===== config.mk =====
export PLATFORM = sky130hd
export DESIGN_NAME = bmu_unit
export DESIGN_NICKNAME = d
export VERILOG_FILES = /design/src/hdl/bmu_pkg.sv /design/src/hdl/bmu_unit.sv
export SDC_FILE = /design/constraint.sdc
export NUM_CORES = 1
export LEC_CHECK = 0
export ABC_AREA = 1
export BUFFER_PORTS_ARGS = -buffer_cell sky130_fd_sc_hd__buf_2
export CAP_MARGIN = 40
export CORE_ASPECT_RATIO = 0.9
export CORE_MARGIN = 4
export CORE_UTILIZATION = 50
export CTS_CLUSTER_SIZE = 40
export DETAILED_ROUTE_END_ITERATION = 8
export PLACE_DENSITY = 0.77
export SLEW_MARGIN = 20
export SYNTH_ARGS = -nofsm -noshare
export SYNTH_HDL_FRONTEND = slang
export SYNTH_SLANG_ARGS = --single-unit
export TNS_END_PERCENT = 5

===== constraint.sdc =====
create_clock -name mclk -period 2.2 [get_ports mclk]
set_input_delay 0.44 -clock mclk [delete_from_list [all_inputs] [get_ports mclk]]
set_output_delay 0.44 -clock mclk [all_outputs]
set_load 0.01 [all_outputs]

===== src/hdl/bmu_pkg.sv =====
package bmu_pkg;

   localparam int unsigned BYTE_W = 8;
   localparam int unsigned BITNO_W = 3;

   // Operation codes presented by the decoder
   typedef enum logic [3:0] {
      BMU_SET = 4'h0,
      BMU_CLR = 4'h1,
      BMU_INV = 4'h2,
      BMU_TST = 4'h3,
      BMU_AND = 4'h4,
      BMU_ANDN = 4'h5,
      BMU_OR = 4'h6,
      BMU_ORN = 4'h7,
      BMU_XOR = 4'h8,
      BMU_XORN = 4'h9,
      BMU_LD = 4'hA,
      BMU_LDN = 4'hB,
      BMU_ST = 4'hC,
      BMU_STN = 4'hD
   } bmu_op_type;

   // Sequencer states
   typedef enum logic [1:0] {
      BMU_IDLE = 2'b00,
      BMU_RD = 2'b01,
      BMU_WR = 2'b10
   } bmu_state_type;

   // Request from the instruction decoder
   typedef struct packed {
      bmu_op_type op;
      logic bit_from_reg;
      logic [BITNO_W-1:0] bit_imm;
      logic [BYTE_W-1:0] bit_reg;
      logic in_memory;
      logic [15:0] addr;
      logic [BYTE_W-1:0] reg_val;
   } bmu_req_type;

   // Memory bus request
   typedef struct packed {
      logic rd;
      logic wr;
      logic [15:0] addr;
      logic [BYTE_W-1:0] wdata;
   } bmu_mem_type;

   localparam logic [BYTE_W-1:0] BYTE_ZERO = 8'h00;
   localparam logic [15:0] ADDR_ZERO = 16'h0000;

endpackage


===== src/hdl/bmu_unit.sv =====
`timescale 1ns/1ps
module bmu_unit #(
   parameter int unsigned DATA_W = bmu_pkg::BYTE_W,
   parameter int unsigned BITNO_W = bmu_pkg::BITNO_W
) (
   input wire logic mclk,
   input wire logic rst_n,
   input wire logic req_valid,
   input wire bmu_pkg::bmu_req_type req,
   input wire logic carry_in,
   input wire logic zero_in,
   input wire logic mem_ack,
   input wire logic [7:0] mem_rdata,
   output logic busy_r,
   output logic done_r,
   output logic reg_we_r,
   output logic [7:0] reg_wdata_r,
   output logic carry_r,
   output logic zero_r,
   output logic flag_we_r,
   output bmu_pkg::bmu_mem_type mem_r
);

   bmu_pkg::bmu_state_type state_r;
   bmu_pkg::bmu_op_type op_r;
   logic [2:0] bitno_r;
   logic [15:0] addr_r;
   logic cin_r;
   logic zin_r;
   logic [2:0] bitno_nxt;

   // Carrier structs fix the byte width, so only the documented sizes can be served
   if (DATA_W != bmu_pkg::BYTE_W || (1 << BITNO_W) != DATA_W) begin : g_width_check
      $error("bit manipulation unit serves byte operands only");
   end

   // One-hot mask, bit 0 is the LSB
   function automatic logic [7:0] bit_mask(input logic [2:0] n);
      bit_mask = 8'h01 << n;
   endfunction

   function automatic logic is_write_op(input bmu_pkg::bmu_op_type o);
      is_write_op = (o == bmu_pkg::BMU_SET) || (o == bmu_pkg::BMU_CLR) || (o == bmu_pkg::BMU_INV)
         || (o == bmu_pkg::BMU_ST) || (o == bmu_pkg::BMU_STN);
   endfunction

   function automatic logic [7:0] modify(input bmu_pkg::bmu_op_type o, input logic [7:0] d,
                                         input logic [2:0] n, input logic c);
      logic [7:0] m;
      m = bit_mask(n);
      case (o)
         bmu_pkg::BMU_SET: modify = d | m;
         bmu_pkg::BMU_CLR: modify = d & ~m;
         bmu_pkg::BMU_INV: modify = d ^ m;
         bmu_pkg::BMU_ST: modify = c ? (d | m) : (d & ~m);
         bmu_pkg::BMU_STN: modify = c ? (d & ~m) : (d | m);
         default: modify = d;
      endcase
   endfunction

   function automatic logic new_carry(input bmu_pkg::bmu_op_type o, input logic c, input logic b);
      case (o)
         bmu_pkg::BMU_AND: new_carry = c & b;
         bmu_pkg::BMU_ANDN: new_carry = c & ~b;
         bmu_pkg::BMU_OR: new_carry = c | b;
         bmu_pkg::BMU_ORN: new_carry = c | ~b;
         bmu_pkg::BMU_XOR: new_carry = c ^ b;
         bmu_pkg::BMU_XORN: new_carry = c ^ ~b;
         bmu_pkg::BMU_LD: new_carry = b;
         bmu_pkg::BMU_LDN: new_carry = ~b;
         default: new_carry = c;
      endcase
   endfunction

   function automatic logic is_inverted(input bmu_pkg::bmu_op_type o);
      is_inverted = (o == bmu_pkg::BMU_ANDN) || (o == bmu_pkg::BMU_ORN) || (o == bmu_pkg::BMU_XORN)
         || (o == bmu_pkg::BMU_LDN) || (o == bmu_pkg::BMU_STN);
   endfunction

   function automatic logic reg_bit_ok(input bmu_pkg::bmu_op_type o);
      reg_bit_ok = (o == bmu_pkg::BMU_SET) || (o == bmu_pkg::BMU_CLR) || (o == bmu_pkg::BMU_INV)
         || (o == bmu_pkg::BMU_TST);
   endfunction

   // Register bit number only for set/clear/invert/test
   // Inverted and other forms always take the immediate
   always_comb begin
      if (req.bit_from_reg && reg_bit_ok(req.op)) begin
         bitno_nxt = req.bit_reg[2:0];
      end else begin
         bitno_nxt = req.bit_imm;
      end
   end

   // Result stage shared by register and memory paths
   logic [7:0] operand;
   logic finish;
   assign operand = (state_r == bmu_pkg::BMU_RD) ? mem_rdata : req.reg_val;
   assign finish = (state_r == bmu_pkg::BMU_IDLE && req_valid && !req.in_memory)
      || (state_r == bmu_pkg::BMU_RD && mem_ack);

   bmu_pkg::bmu_op_type fin_op;
   logic [2:0] fin_bit;
   logic fin_c;
   logic fin_z;
   assign fin_op = (state_r == bmu_pkg::BMU_IDLE) ? req.op : op_r;
   assign fin_bit = (state_r == bmu_pkg::BMU_IDLE) ? bitno_nxt : bitno_r;
   assign fin_c = (state_r == bmu_pkg::BMU_IDLE) ? carry_in : cin_r;
   assign fin_z = (state_r == bmu_pkg::BMU_IDLE) ? zero_in : zin_r;

   // Sequencer; a memory write waits on its own ack so the bus never sees two requests
   always_ff @(posedge mclk or negedge rst_n) begin
      if (!rst_n) begin
         state_r <= bmu_pkg::BMU_IDLE;
         op_r <= bmu_pkg::BMU_SET;
         bitno_r <= 3'h0;
         addr_r <= bmu_pkg::ADDR_ZERO;
         cin_r <= 1'b0;
         zin_r <= 1'b0;
      end else begin
         case (state_r)
            bmu_pkg::BMU_IDLE: begin
               if (req_valid) begin
                  op_r <= req.op;
                  bitno_r <= bitno_nxt;
                  addr_r <= req.addr;
                  cin_r <= carry_in;
                  zin_r <= zero_in;
                  if (req.in_memory) begin
                     state_r <= bmu_pkg::BMU_RD;
                  end
               end
            end
            // Byte read, then write-back to same address for set/clear/invert/store ops
            bmu_pkg::BMU_RD: begin
               if (mem_ack) begin
                  state_r <= is_write_op(op_r) ? bmu_pkg::BMU_WR : bmu_pkg::BMU_IDLE;
               end
            end
            bmu_pkg::BMU_WR: begin
               if (mem_ack) begin
                  state_r <= bmu_pkg::BMU_IDLE;
               end
            end
            default: state_r <= bmu_pkg::BMU_IDLE;
         endcase
      end
   end

   // Memory bus drive
   always_ff @(posedge mclk or negedge rst_n) begin
      if (!rst_n) begin
         mem_r <= '0;
      end else begin
         if (state_r == bmu_pkg::BMU_IDLE && req_valid && req.in_memory) begin
            mem_r.rd <= 1'b1;
            mem_r.addr <= req.addr;
         end else if (state_r == bmu_pkg::BMU_RD && mem_ack) begin
            mem_r.rd <= 1'b0;
            if (is_write_op(op_r)) begin
               mem_r.wr <= 1'b1;
               mem_r.addr <= addr_r;
               mem_r.wdata <= modify(op_r, mem_rdata, bitno_r, cin_r);
            end
         end else if (state_r == bmu_pkg::BMU_WR && mem_ack) begin
            mem_r.wr <= 1'b0;
         end
      end
   end

   // Register result and flags
   always_ff @(posedge mclk or negedge rst_n) begin
      if (!rst_n) begin
         reg_we_r <= 1'b0;
         reg_wdata_r <= bmu_pkg::BYTE_ZERO;
         flag_we_r <= 1'b0;
         carry_r <= 1'b0;
         zero_r <= 1'b0;
      end else begin
         reg_we_r <= finish && is_write_op(fin_op) && state_r == bmu_pkg::BMU_IDLE;
         reg_wdata_r <= modify(fin_op, operand, fin_bit, fin_c);
         flag_we_r <= finish && !is_write_op(fin_op);
         if (finish) begin
            carry_r <= new_carry(fin_op, fin_c, operand[fin_bit]);
            // Z set when tested bit is zero, operand untouched
            zero_r <= (fin_op == bmu_pkg::BMU_TST) ? ~operand[fin_bit] : fin_z;
         end
      end
   end

   always_ff @(posedge mclk or negedge rst_n) begin
      if (!rst_n) begin
         busy_r <= 1'b0;
         done_r <= 1'b0;
      end else begin
         busy_r <= (state_r == bmu_pkg::BMU_IDLE) ? (req_valid && req.in_memory)
            : !(state_r == bmu_pkg::BMU_WR && mem_ack)
              && !(state_r == bmu_pkg::BMU_RD && mem_ack && !is_write_op(op_r));
         done_r <= finish && !(state_r == bmu_pkg::BMU_RD && is_write_op(op_r))
            || (state_r == bmu_pkg::BMU_WR && mem_ack);
      end
   end

   // Assertions
   // Set forces bit
   a_set_bit_high: assert property (@(posedge mclk) disable iff (!rst_n)
      (state_r == bmu_pkg::BMU_IDLE && req_valid && !req.in_memory && req.op == bmu_pkg::BMU_SET)
      |=> reg_we_r && reg_wdata_r == ($past(req.reg_val) | bit_mask($past(bitno_nxt))))
      else $error("set-bit result wrong");
   a_clr_bit_low: assert property (@(posedge mclk) disable iff (!rst_n)
      (state_r == bmu_pkg::BMU_IDLE && req_valid && !req.in_memory && req.op == bmu_pkg::BMU_CLR)
      |=> reg_wdata_r == ($past(req.reg_val) & ~bit_mask($past(bitno_nxt))))
      else $error("clear-bit result wrong");
   a_inv_bit_flip: assert property (@(posedge mclk) disable iff (!rst_n)
      (state_r == bmu_pkg::BMU_IDLE && req_valid && !req.in_memory && req.op == bmu_pkg::BMU_INV)
      |=> reg_wdata_r == ($past(req.reg_val) ^ bit_mask($past(bitno_nxt))))
      else $error("invert-bit changed wrong bits");
   a_tst_zero_flag: assert property (@(posedge mclk) disable iff (!rst_n)
      (state_r == bmu_pkg::BMU_IDLE && req_valid && !req.in_memory && req.op == bmu_pkg::BMU_TST)
      |=> flag_we_r && !reg_we_r && zero_r == !$past(req.reg_val[bitno_nxt]))
      else $error("test-bit zero flag wrong");
   a_tst_no_write: assert property (@(posedge mclk) disable iff (!rst_n)
      (state_r == bmu_pkg::BMU_RD && mem_ack && op_r == bmu_pkg::BMU_TST)
      |=> !mem_r.wr && !reg_we_r)
      else $error("test-bit wrote its operand");
   a_inv_imm_bit: assert property (@(posedge mclk) disable iff (!rst_n)
      is_inverted(req.op) |-> bitno_nxt == req.bit_imm)
      else $error("inverted op used register bit number");
   a_reg_bit_sel: assert property (@(posedge mclk) disable iff (!rst_n)
      (req.bit_from_reg && req.op == bmu_pkg::BMU_TST) |-> bitno_nxt == req.bit_reg[2:0])
      else $error("register bit number ignored");
   a_ld_carry: assert property (@(posedge mclk) disable iff (!rst_n)
      (state_r == bmu_pkg::BMU_IDLE && req_valid && !req.in_memory && req.op == bmu_pkg::BMU_LD)
      |=> carry_r == $past(req.reg_val[bitno_nxt]))
      else $error("bit load carry wrong");
   a_ldn_carry: assert property (@(posedge mclk) disable iff (!rst_n)
      (state_r == bmu_pkg::BMU_IDLE && req_valid && !req.in_memory && req.op == bmu_pkg::BMU_LDN)
      |=> carry_r == !$past(req.reg_val[bitno_nxt]))
      else $error("inverted bit load carry wrong");
   a_and_carry: assert property (@(posedge mclk) disable iff (!rst_n)
      (state_r == bmu_pkg::BMU_IDLE && req_valid && !req.in_memory && req.op == bmu_pkg::BMU_AND)
      |=> carry_r == ($past(carry_in) & $past(req.reg_val[bitno_nxt])))
      else $error("carry AND wrong");
   a_andn_carry: assert property (@(posedge mclk) disable iff (!rst_n)
      (state_r == bmu_pkg::BMU_IDLE && req_valid && !req.in_memory && req.op == bmu_pkg::BMU_ANDN)
      |=> carry_r == ($past(carry_in) & !$past(req.reg_val[bitno_nxt])))
      else $error("carry AND inverted wrong");
   a_or_carry: assert property (@(posedge mclk) disable iff (!rst_n)
      (state_r == bmu_pkg::BMU_IDLE && req_valid && !req.in_memory && req.op == bmu_pkg::BMU_OR)
      |=> carry_r == ($past(carry_in) | $past(req.reg_val[bitno_nxt])))
      else $error("carry OR wrong");
   a_orn_carry: assert property (@(posedge mclk) disable iff (!rst_n)
      (state_r == bmu_pkg::BMU_IDLE && req_valid && !req.in_memory && req.op == bmu_pkg::BMU_ORN)
      |=> carry_r == ($past(carry_in) | !$past(req.reg_val[bitno_nxt])))
      else $error("carry OR inverted wrong");
   a_xor_carry: assert property (@(posedge mclk) disable iff (!rst_n)
      (state_r == bmu_pkg::BMU_IDLE && req_valid && !req.in_memory && req.op == bmu_pkg::BMU_XOR)
      |=> carry_r == ($past(carry_in) ^ $past(req.reg_val[bitno_nxt])))
      else $error("carry XOR wrong");
   a_xorn_carry: assert property (@(posedge mclk) disable iff (!rst_n)
      (state_r == bmu_pkg::BMU_IDLE && req_valid && !req.in_memory && req.op == bmu_pkg::BMU_XORN)
      |=> carry_r == ($past(carry_in) ^ !$past(req.reg_val[bitno_nxt])))
      else $error("carry XOR inverted wrong");
   a_st_bit: assert property (@(posedge mclk) disable iff (!rst_n)
      (state_r == bmu_pkg::BMU_IDLE && req_valid && !req.in_memory && req.op == bmu_pkg::BMU_ST)
      |=> reg_we_r && reg_wdata_r[$past(bitno_nxt)] == $past(carry_in)
         && $countones(reg_wdata_r ^ $past(req.reg_val)) <= 1)
      else $error("bit store wrong");
   a_stn_bit: assert property (@(posedge mclk) disable iff (!rst_n)
      (state_r == bmu_pkg::BMU_IDLE && req_valid && !req.in_memory && req.op == bmu_pkg::BMU_STN)
      |=> reg_we_r && reg_wdata_r[$past(bitno_nxt)] == !$past(carry_in)
         && $countones(reg_wdata_r ^ $past(req.reg_val)) <= 1)
      else $error("inverted bit store wrong");
   a_mem_rmw_addr: assert property (@(posedge mclk) disable iff (!rst_n)
      $rose(mem_r.wr) |-> mem_r.addr == addr_r && $past(state_r) == bmu_pkg::BMU_RD)
      else $error("write-back address or order wrong");
   a_mem_one_bit: assert property (@(posedge mclk) disable iff (!rst_n)
      $rose(mem_r.wr) |-> $countones(mem_r.wdata ^ $past(mem_rdata)) <= 1)
      else $error("write-back changed more than one bit");
   c_mem_rmw: cover property (@(posedge mclk) disable iff (!rst_n) $rose(mem_r.wr));
   c_reg_set: cover property (@(posedge mclk) disable iff (!rst_n) reg_we_r);
   c_test_op: cover property (@(posedge mclk) disable iff (!rst_n) flag_we_r && zero_r);
   // Request arriving mid operation is dropped
   c_busy_req: cover property (@(posedge mclk) disable iff (!rst_n) busy_r && req_valid);

endmodule // bmu_unit


==> flow_summary.toml, run 1 <==
[worst_setup_path]
critPathBufInv = 3
cp_top_family = "simple AND/OR/NAND/NOR gates"
cpMaxStageDelayCell = "dfrtp_1"
critPathMaxFanout = 4
cp-endpoint = "reg_wdata_r[2]"
r2r_cells = 11
rrSetupSlack_ns = 0.08
cp.depth = 11
criticalPathCategory = "flip-flop to flip-flop"
start_kind = "flip-flop"
reg2reg_to = "reg_wdata_r[2]"
worstPathRequired_ns = 2.41
worst_path_largest_cell_delay_ns = 0.41
r2r_start = "state_r[1]"
crit_arrival_ns = 2.33
critPathLaunch = "state_r[1]"
path_cells = "nor2_4 -> buf_6 -> nand3_2 -> nand2_4 -> inv_2 -> nor2_2 -> nand2_1 -> buf_4 -> ha_1 -> a221oi_2 -> o221ai_1"
end_kind = "flip-flop"

[global_route]
gr-total-overflow = 0
grt_pass1_wl_mm = 19.66
grt_use_total_pct = 24.25
antenna_found_initial = 0
grt_pass1_vias = 4249
grt_max_degree = 68

[clock_network]
clk_latency_ns = 0.35
cts_hold_buf = 0
clk_path_buf_depth = 2
path_clk_slew_ns = 0.08
root_buffer = "clkbuf_8"
clock-sinks = 67
cts_tree = "done"
cts_buffers = 9
cts_max_level = 3

[floorplanning]
die_w_um = 105.7
die-area_mm2 = 0.01014
ios = 95
core_region_area_mm2 = 0.008223
chipHeight_um = 95.93
core.rowCount = 31
start_util_pct = 52.24

[synthesis]
synth_nets = 636
synth_area_mm2 = 0.004295
synth-main-ff-cell = "dfrtp_1"
yosys.area.top_type_share_pct = 39.03
synth_area_leaders = "dfrtp_1 39%, nand2_1 11%, ha_1 9.3%"
yosysSeqAreaShare_pct = 39.03
syn_area_per_cell_um2 = 7.824
async_reset_ff_share_pct = 100.0
yosysTopAreaCell = "dfrtp_1"
syn_inst = 549
synth_edf_count = 0
yosysMostFrequentCell = "nand2_1"
ys_ff_latch = 67
synth_common_cells = "130 x nand2_1, 82 x inv_1, 67 x dfrtp_1"
synth-warning-count = 0
synth_cell_types = 32

[layout]
final_nets = 769
drive_above_1_share_pct = 28.13
multi_input_area_mm2 = 0.002305
seqCellArea_mm2 = 0.001678
fin_area_mm2 = 0.005507
antennaDiodeCount = 0
area_growth_pct = 28.20
fill_cells = 727

[timing]
hold_viol = 0
finClkSkew_ns = 0.01075
finalSetupViolCount = 0
max_slew_margin_pct = 64.23
min_period_ns = 2.124
max_freq_ghz = 0.4709
hold_slack_ns = 0.1079
worstMarginPinSlew_ns = 0.5353
rsz0062_at_grt = "true"
fin_crit_sh_pct = 96.54
maxSlewViolCount = 0

[routing]
vias = 4271
drt_iter0_drc = 196
detail_route.wl_per_cell_um = 14.81
vias_per_cell = 5.332
drt_pass1_iterations = 5
post-route-drc-count = 0
routed_wl_mm = 11.87
ant_nets = 0

[flow_run]
maxCapViolations = 0

[pwr]
leakage_nw = 2.832
ir_worst_vdd_mv = 0.6981
powerDensity_mw_per_mm2 = 1242

[placed_design]
port_buffers = 89
gp_congestion = 0.9217
dp.final_hpwl_mm = 8.764
placed_cell_area_mm2 = 0.005167

[worst_hold_path]
hold_class = "input pin to asynchronous set/reset pin"

[run_status]
status = "finished clean"
-- layout make-up --
type / instances / share of cell area [%]
well taps: 115 / 2.613
repair buffers: 136 / 14.86
multi-input cells: 382 / 41.85
inverters: 86 / 5.862
flip-flops and latches: 67 / 30.47
clock buffers: 9 / 2.249
clock inverters: 6 / 2.090
-- placed cells by master (no fill, tap or decap), types with 10 or more instances in the layout --
cell type,count
buf_2,89
nand2_1,125
a21oi_1,14
nor2_1,34
inv_1,80
o21ai_0,46
nor3_1,10
buf_4,44
dfrtp_1,66
nand3_1,24
o211ai_1,25
ha_1,32
-- kinds of logic after synthesis --
family | Yosys count | synth area share, %
and+or+nand+nor | 216 | 22.20
AOI/OAI and AO/OA | 134 | 20.30
buffers and inverters | 100 | 9.147
DFF | 67 | 39.03
adders and majority gates | 32 | 9.321
-- per-stage QoR --
stage | TNS, ns | instances | setup WS [ns] | power (W) | util, %
6_report | 0 | 801 | 0.07619 | 0.006838 | 66.97
5_1_grt | -0.08570 | 801 | -0.03907 | 0.007389 | 66.97
4_1_cts | 0 | 800 | 0.006869 | 0.006783 | 66.14
3_5_place_dp | -2.917 | 784 | -0.3530 | 0.005436 | 62.84
3_3_place_gp | -2.004 | 784 | -0.2419 | 0.005304 | 62.84
2_1_floorplan | 0 | 549 | 0.02365 | 0.004113 | -
-- timing repair --
item / CTS / global route
gates resized for setup: 6 / 20
pin swaps: 1 / 8
buffers inserted: 1 / 1
endpoints found under the setup margin: 8 / 9
-- power breakdown --
| part | switching [W] | total (W) | internal [W] |
|---|---|---|---|
| registers | 0.000301 | 0.00206 | 0.00176 |
| clock network | 0.000509 | 0.00126 | 0.000751 |
| logic | 0.00210 | 0.00352 | 0.00142 |
-- worst min-delay path by stage --
| stage | from | endpoint | slack, ns |
|---|---|---|---|
| global placement | carry_r | carry_r | 0.46 |
| floorplan | rst_n | addr_r[0] | 0.14 |
| CTS | rst_n | mem_r[0] | 0.11 |
| detailed placement | carry_r | carry_r | 0.47 |
| finish | rst_n | mem_r[0] | 0.11 |
| global route | rst_n | mem_r[10] | 0.12 |
-- state kept, by name, summed over array words and instances (netlist names), 2 cells and up --
signal and count:
addr_r 16, bitno_r 3, mem_r 26, op_r 4
reg_wdata_r 8, state_r 2
-- layer usage --
layer,part of all wire [%],up-vias,global-route usage [%]
met5,0,-,0
li1,-,2116,-
met3,5.5,18,4.225
met4,1.5,0,8.522
met1,45,2007,31.88
met2,48,130,40.87
(Power assumes the default switching activity.)
==> run 2, diff against run 1 <==
--- a/config.mk
+++ b/config.mk
@@ -10,10 +10,10 @@
 export CAP_MARGIN = 40
 export CORE_ASPECT_RATIO = 0.9
 export CORE_MARGIN = 4
-export CORE_UTILIZATION = 50
+export CORE_UTILIZATION = 55
 export CTS_CLUSTER_SIZE = 40
 export DETAILED_ROUTE_END_ITERATION = 8
-export PLACE_DENSITY = 0.77
+export PLACE_DENSITY = 0.81
 export SLEW_MARGIN = 20
 export SYNTH_ARGS = -nofsm -noshare
 export SYNTH_HDL_FRONTEND = slang
==> constraint.sdc (replaced) <==
create_clock -name mclk -period 2.3 [get_ports mclk]
set_input_delay 0.46 -clock mclk [delete_from_list [all_inputs] [get_ports mclk]]
set_output_delay 0.46 -clock mclk [all_outputs]
set_load 0.01 [all_outputs]
==> flow_summary.toml, run 2 (synthesis gave the netlist of run 1 again) <==
[run_status]
status = "finished clean"

[clock_network]
cts_buffers = 9
cts_tree = "done"
clk_path_buf_depth = 2
cts_max_level = 3
root_buffer = "clkbuf_8"
path_clk_slew_ns = 0.08
cts_hold_buf = 0
clock-sinks = 67
clk_latency_ns = 0.35

[timing]
fin_crit_sh_pct = 93.28
min_period_ns = 2.145
max_slew_margin_pct = 58.19
hold_viol = 0
finalSetupViolCount = 0
max_freq_ghz = 0.4661
worst_slack_ns = 0.1545
worstMarginPinSlew_ns = 0.6272
maxSlewViolCount = 0
finClkSkew_ns = 0.01373

[layout]
largest_reg_flops = 26
regMostFlops = "mem_r"
seqCellArea_mm2 = 0.001678
antennaDiodeCount = 0
final_nets = 755
drive_above_1_share_pct = 25.26
largest_registers = "mem_r: 26 flops, addr_r: 16 flops, reg_wdata_r: 8 flops"
final_common_cell = "nand2_1"
multi_input_area_mm2 = 0.002263
most-common-layout-cells = "129 x nand2_1, 89 x buf_2, 80 x inv_1"
fin_cells = 769
area_growth_pct = 24.06
fill_cells = 626

[routing]
ant_nets = 0
post-route-drc-count = 0
detail_route.wl_per_cell_um = 15.12
vias_per_cell = 5.577
drt_iter0_drc = 267
routed_wl_mm = 11.63
drt_pass1_iterations = 5
vias = 4289

[worst_hold_path]
hold_class = "input pin to asynchronous set/reset pin"

[flow_run]
maxCapViolations = 0

[pwr]
ir_worst_vdd_mv = 0.6199
powerDensity_mw_per_mm2 = 1181
leakage_nw = 2.752
p_total_w = 0.006295

[worst_setup_path]
critPathMaxFanout = 8
start_kind = "flip-flop"
worstPathRequired_ns = 2.51
cpMaxStageDelayCell = "dfrtp_2"
end_kind = "flip-flop"
criticalPathCategory = "flip-flop to flip-flop"
crit_top_cell = "buf_4"
path_cells = "nor2_4 -> buf_4 -> nand2_1 -> o21ai_1 -> nand2_2 -> nor2_1 -> nor4_4 -> buf_4 -> a21oi_1 -> o221ai_1"
crit_arrival_ns = 2.35
worst_path_largest_cell_delay_ns = 0.45

[placed_design]
placed_cells = 752
gp_congestion = 0.9201
port_buffers = 89
post-place-ws_ns = -0.2150
dp.final_hpwl_mm = 8.710

[global_route]
antenna_found_initial = 0
grt_pass1_wl_mm = 19.93
grt_use_total_pct = 26.75
gr-total-overflow = 0
grt_max_degree = 44
grt_pass1_vias = 4299

[floorplanning]
die-area_mm2 = 0.009290
die_w_um = 101.2
chipHeight_um = 91.84
start_util_pct = 56.65
ios = 95
core_region_area_mm2 = 0.007582
core.rowCount = 30
## run 2: worst max-delay path: cells and delay by family, from the launching register on
kind	cells	cell delay (ns)
AO/OA/AOI/OAI	3	0.44
buffers and inverters	2	0.34
flip-flops	1	0.45
AND/OR/NAND/NOR	5	0.77
## run 2: final cells by class
type / instances / area share [%]
Sequential cell: 67 / 31.49
Inverter: 86 / 6.058
Tap cell: 96 / 2.254
Timing Repair Buffer: 122 / 13.48
Multi-Input combinational cell: 382 / 42.47
Clock buffer: 11 / 2.653
Clock inverter: 5 / 1.597
## run 2: metal layers
metal  vias up  global-route usage (%)  routed length (µm)
met2       136                   42.92                5618
met1      2052                   36.30                5187
met5         -                       0                   0
li1       2085                       -                   -
met3        16                   5.323                 672
met4         0                   8.306                 153
## run 2: worst paths after layout
| check | from | endpoint | slack (ns) | cells after the start |
|---|---|---|---|---|
| min in group mclk | mem_ack | state_r[1] | 0.33 | 2 |
| min reg2reg | addr_r[10] | addr_r[10] | 0.49 | 2 |
| max in group asynchronous | rst_n | zin_r | 1.53 | 2 |
| max reg2reg | state_r[0] | reg_wdata_r[2] | 0.15 | 10 |
| max | state_r[0] | reg_wdata_r[2] | 0.15 | 10 |
| min | rst_n | addr_r[11] | 0.12 | 1 |
## run 2: stage by stage
stage | hold WS (ns) | area [µm²] | setup TNS [ns] | utilization (%)
after floorplan | 0.1644 | 4295 | 0 | -
after global placement | 0.4623 | 5059 | -0.8922 | 66.72
after detailed placement | 0.4732 | 5059 | -1.480 | 66.72
after CTS | 0.1389 | 5285 | 0 | 69.70
after global routing | 0.1491 | 5329 | -0.02381 | 70.28
final | 0.1219 | 5329 | 0 | 70.28
## run 2: power by group
| part | internal [W] | switching (W) | leakage (nW) |
|---|---|---|---|
| registers | 0.00169 | 0.000307 | 0.815 |
| logic | 0.00123 | 0.00193 | 1.83 |
| clock network | 0.000647 | 0.000495 | 0.110 |
## run 2: what timing repair did
| action | in CTS | in global routing |
|---|---|---|
| gates resized for setup | 0 | 13 |
| endpoints found under the setup margin | 0 | 9 |
| buffers inserted | 0 | 1 |
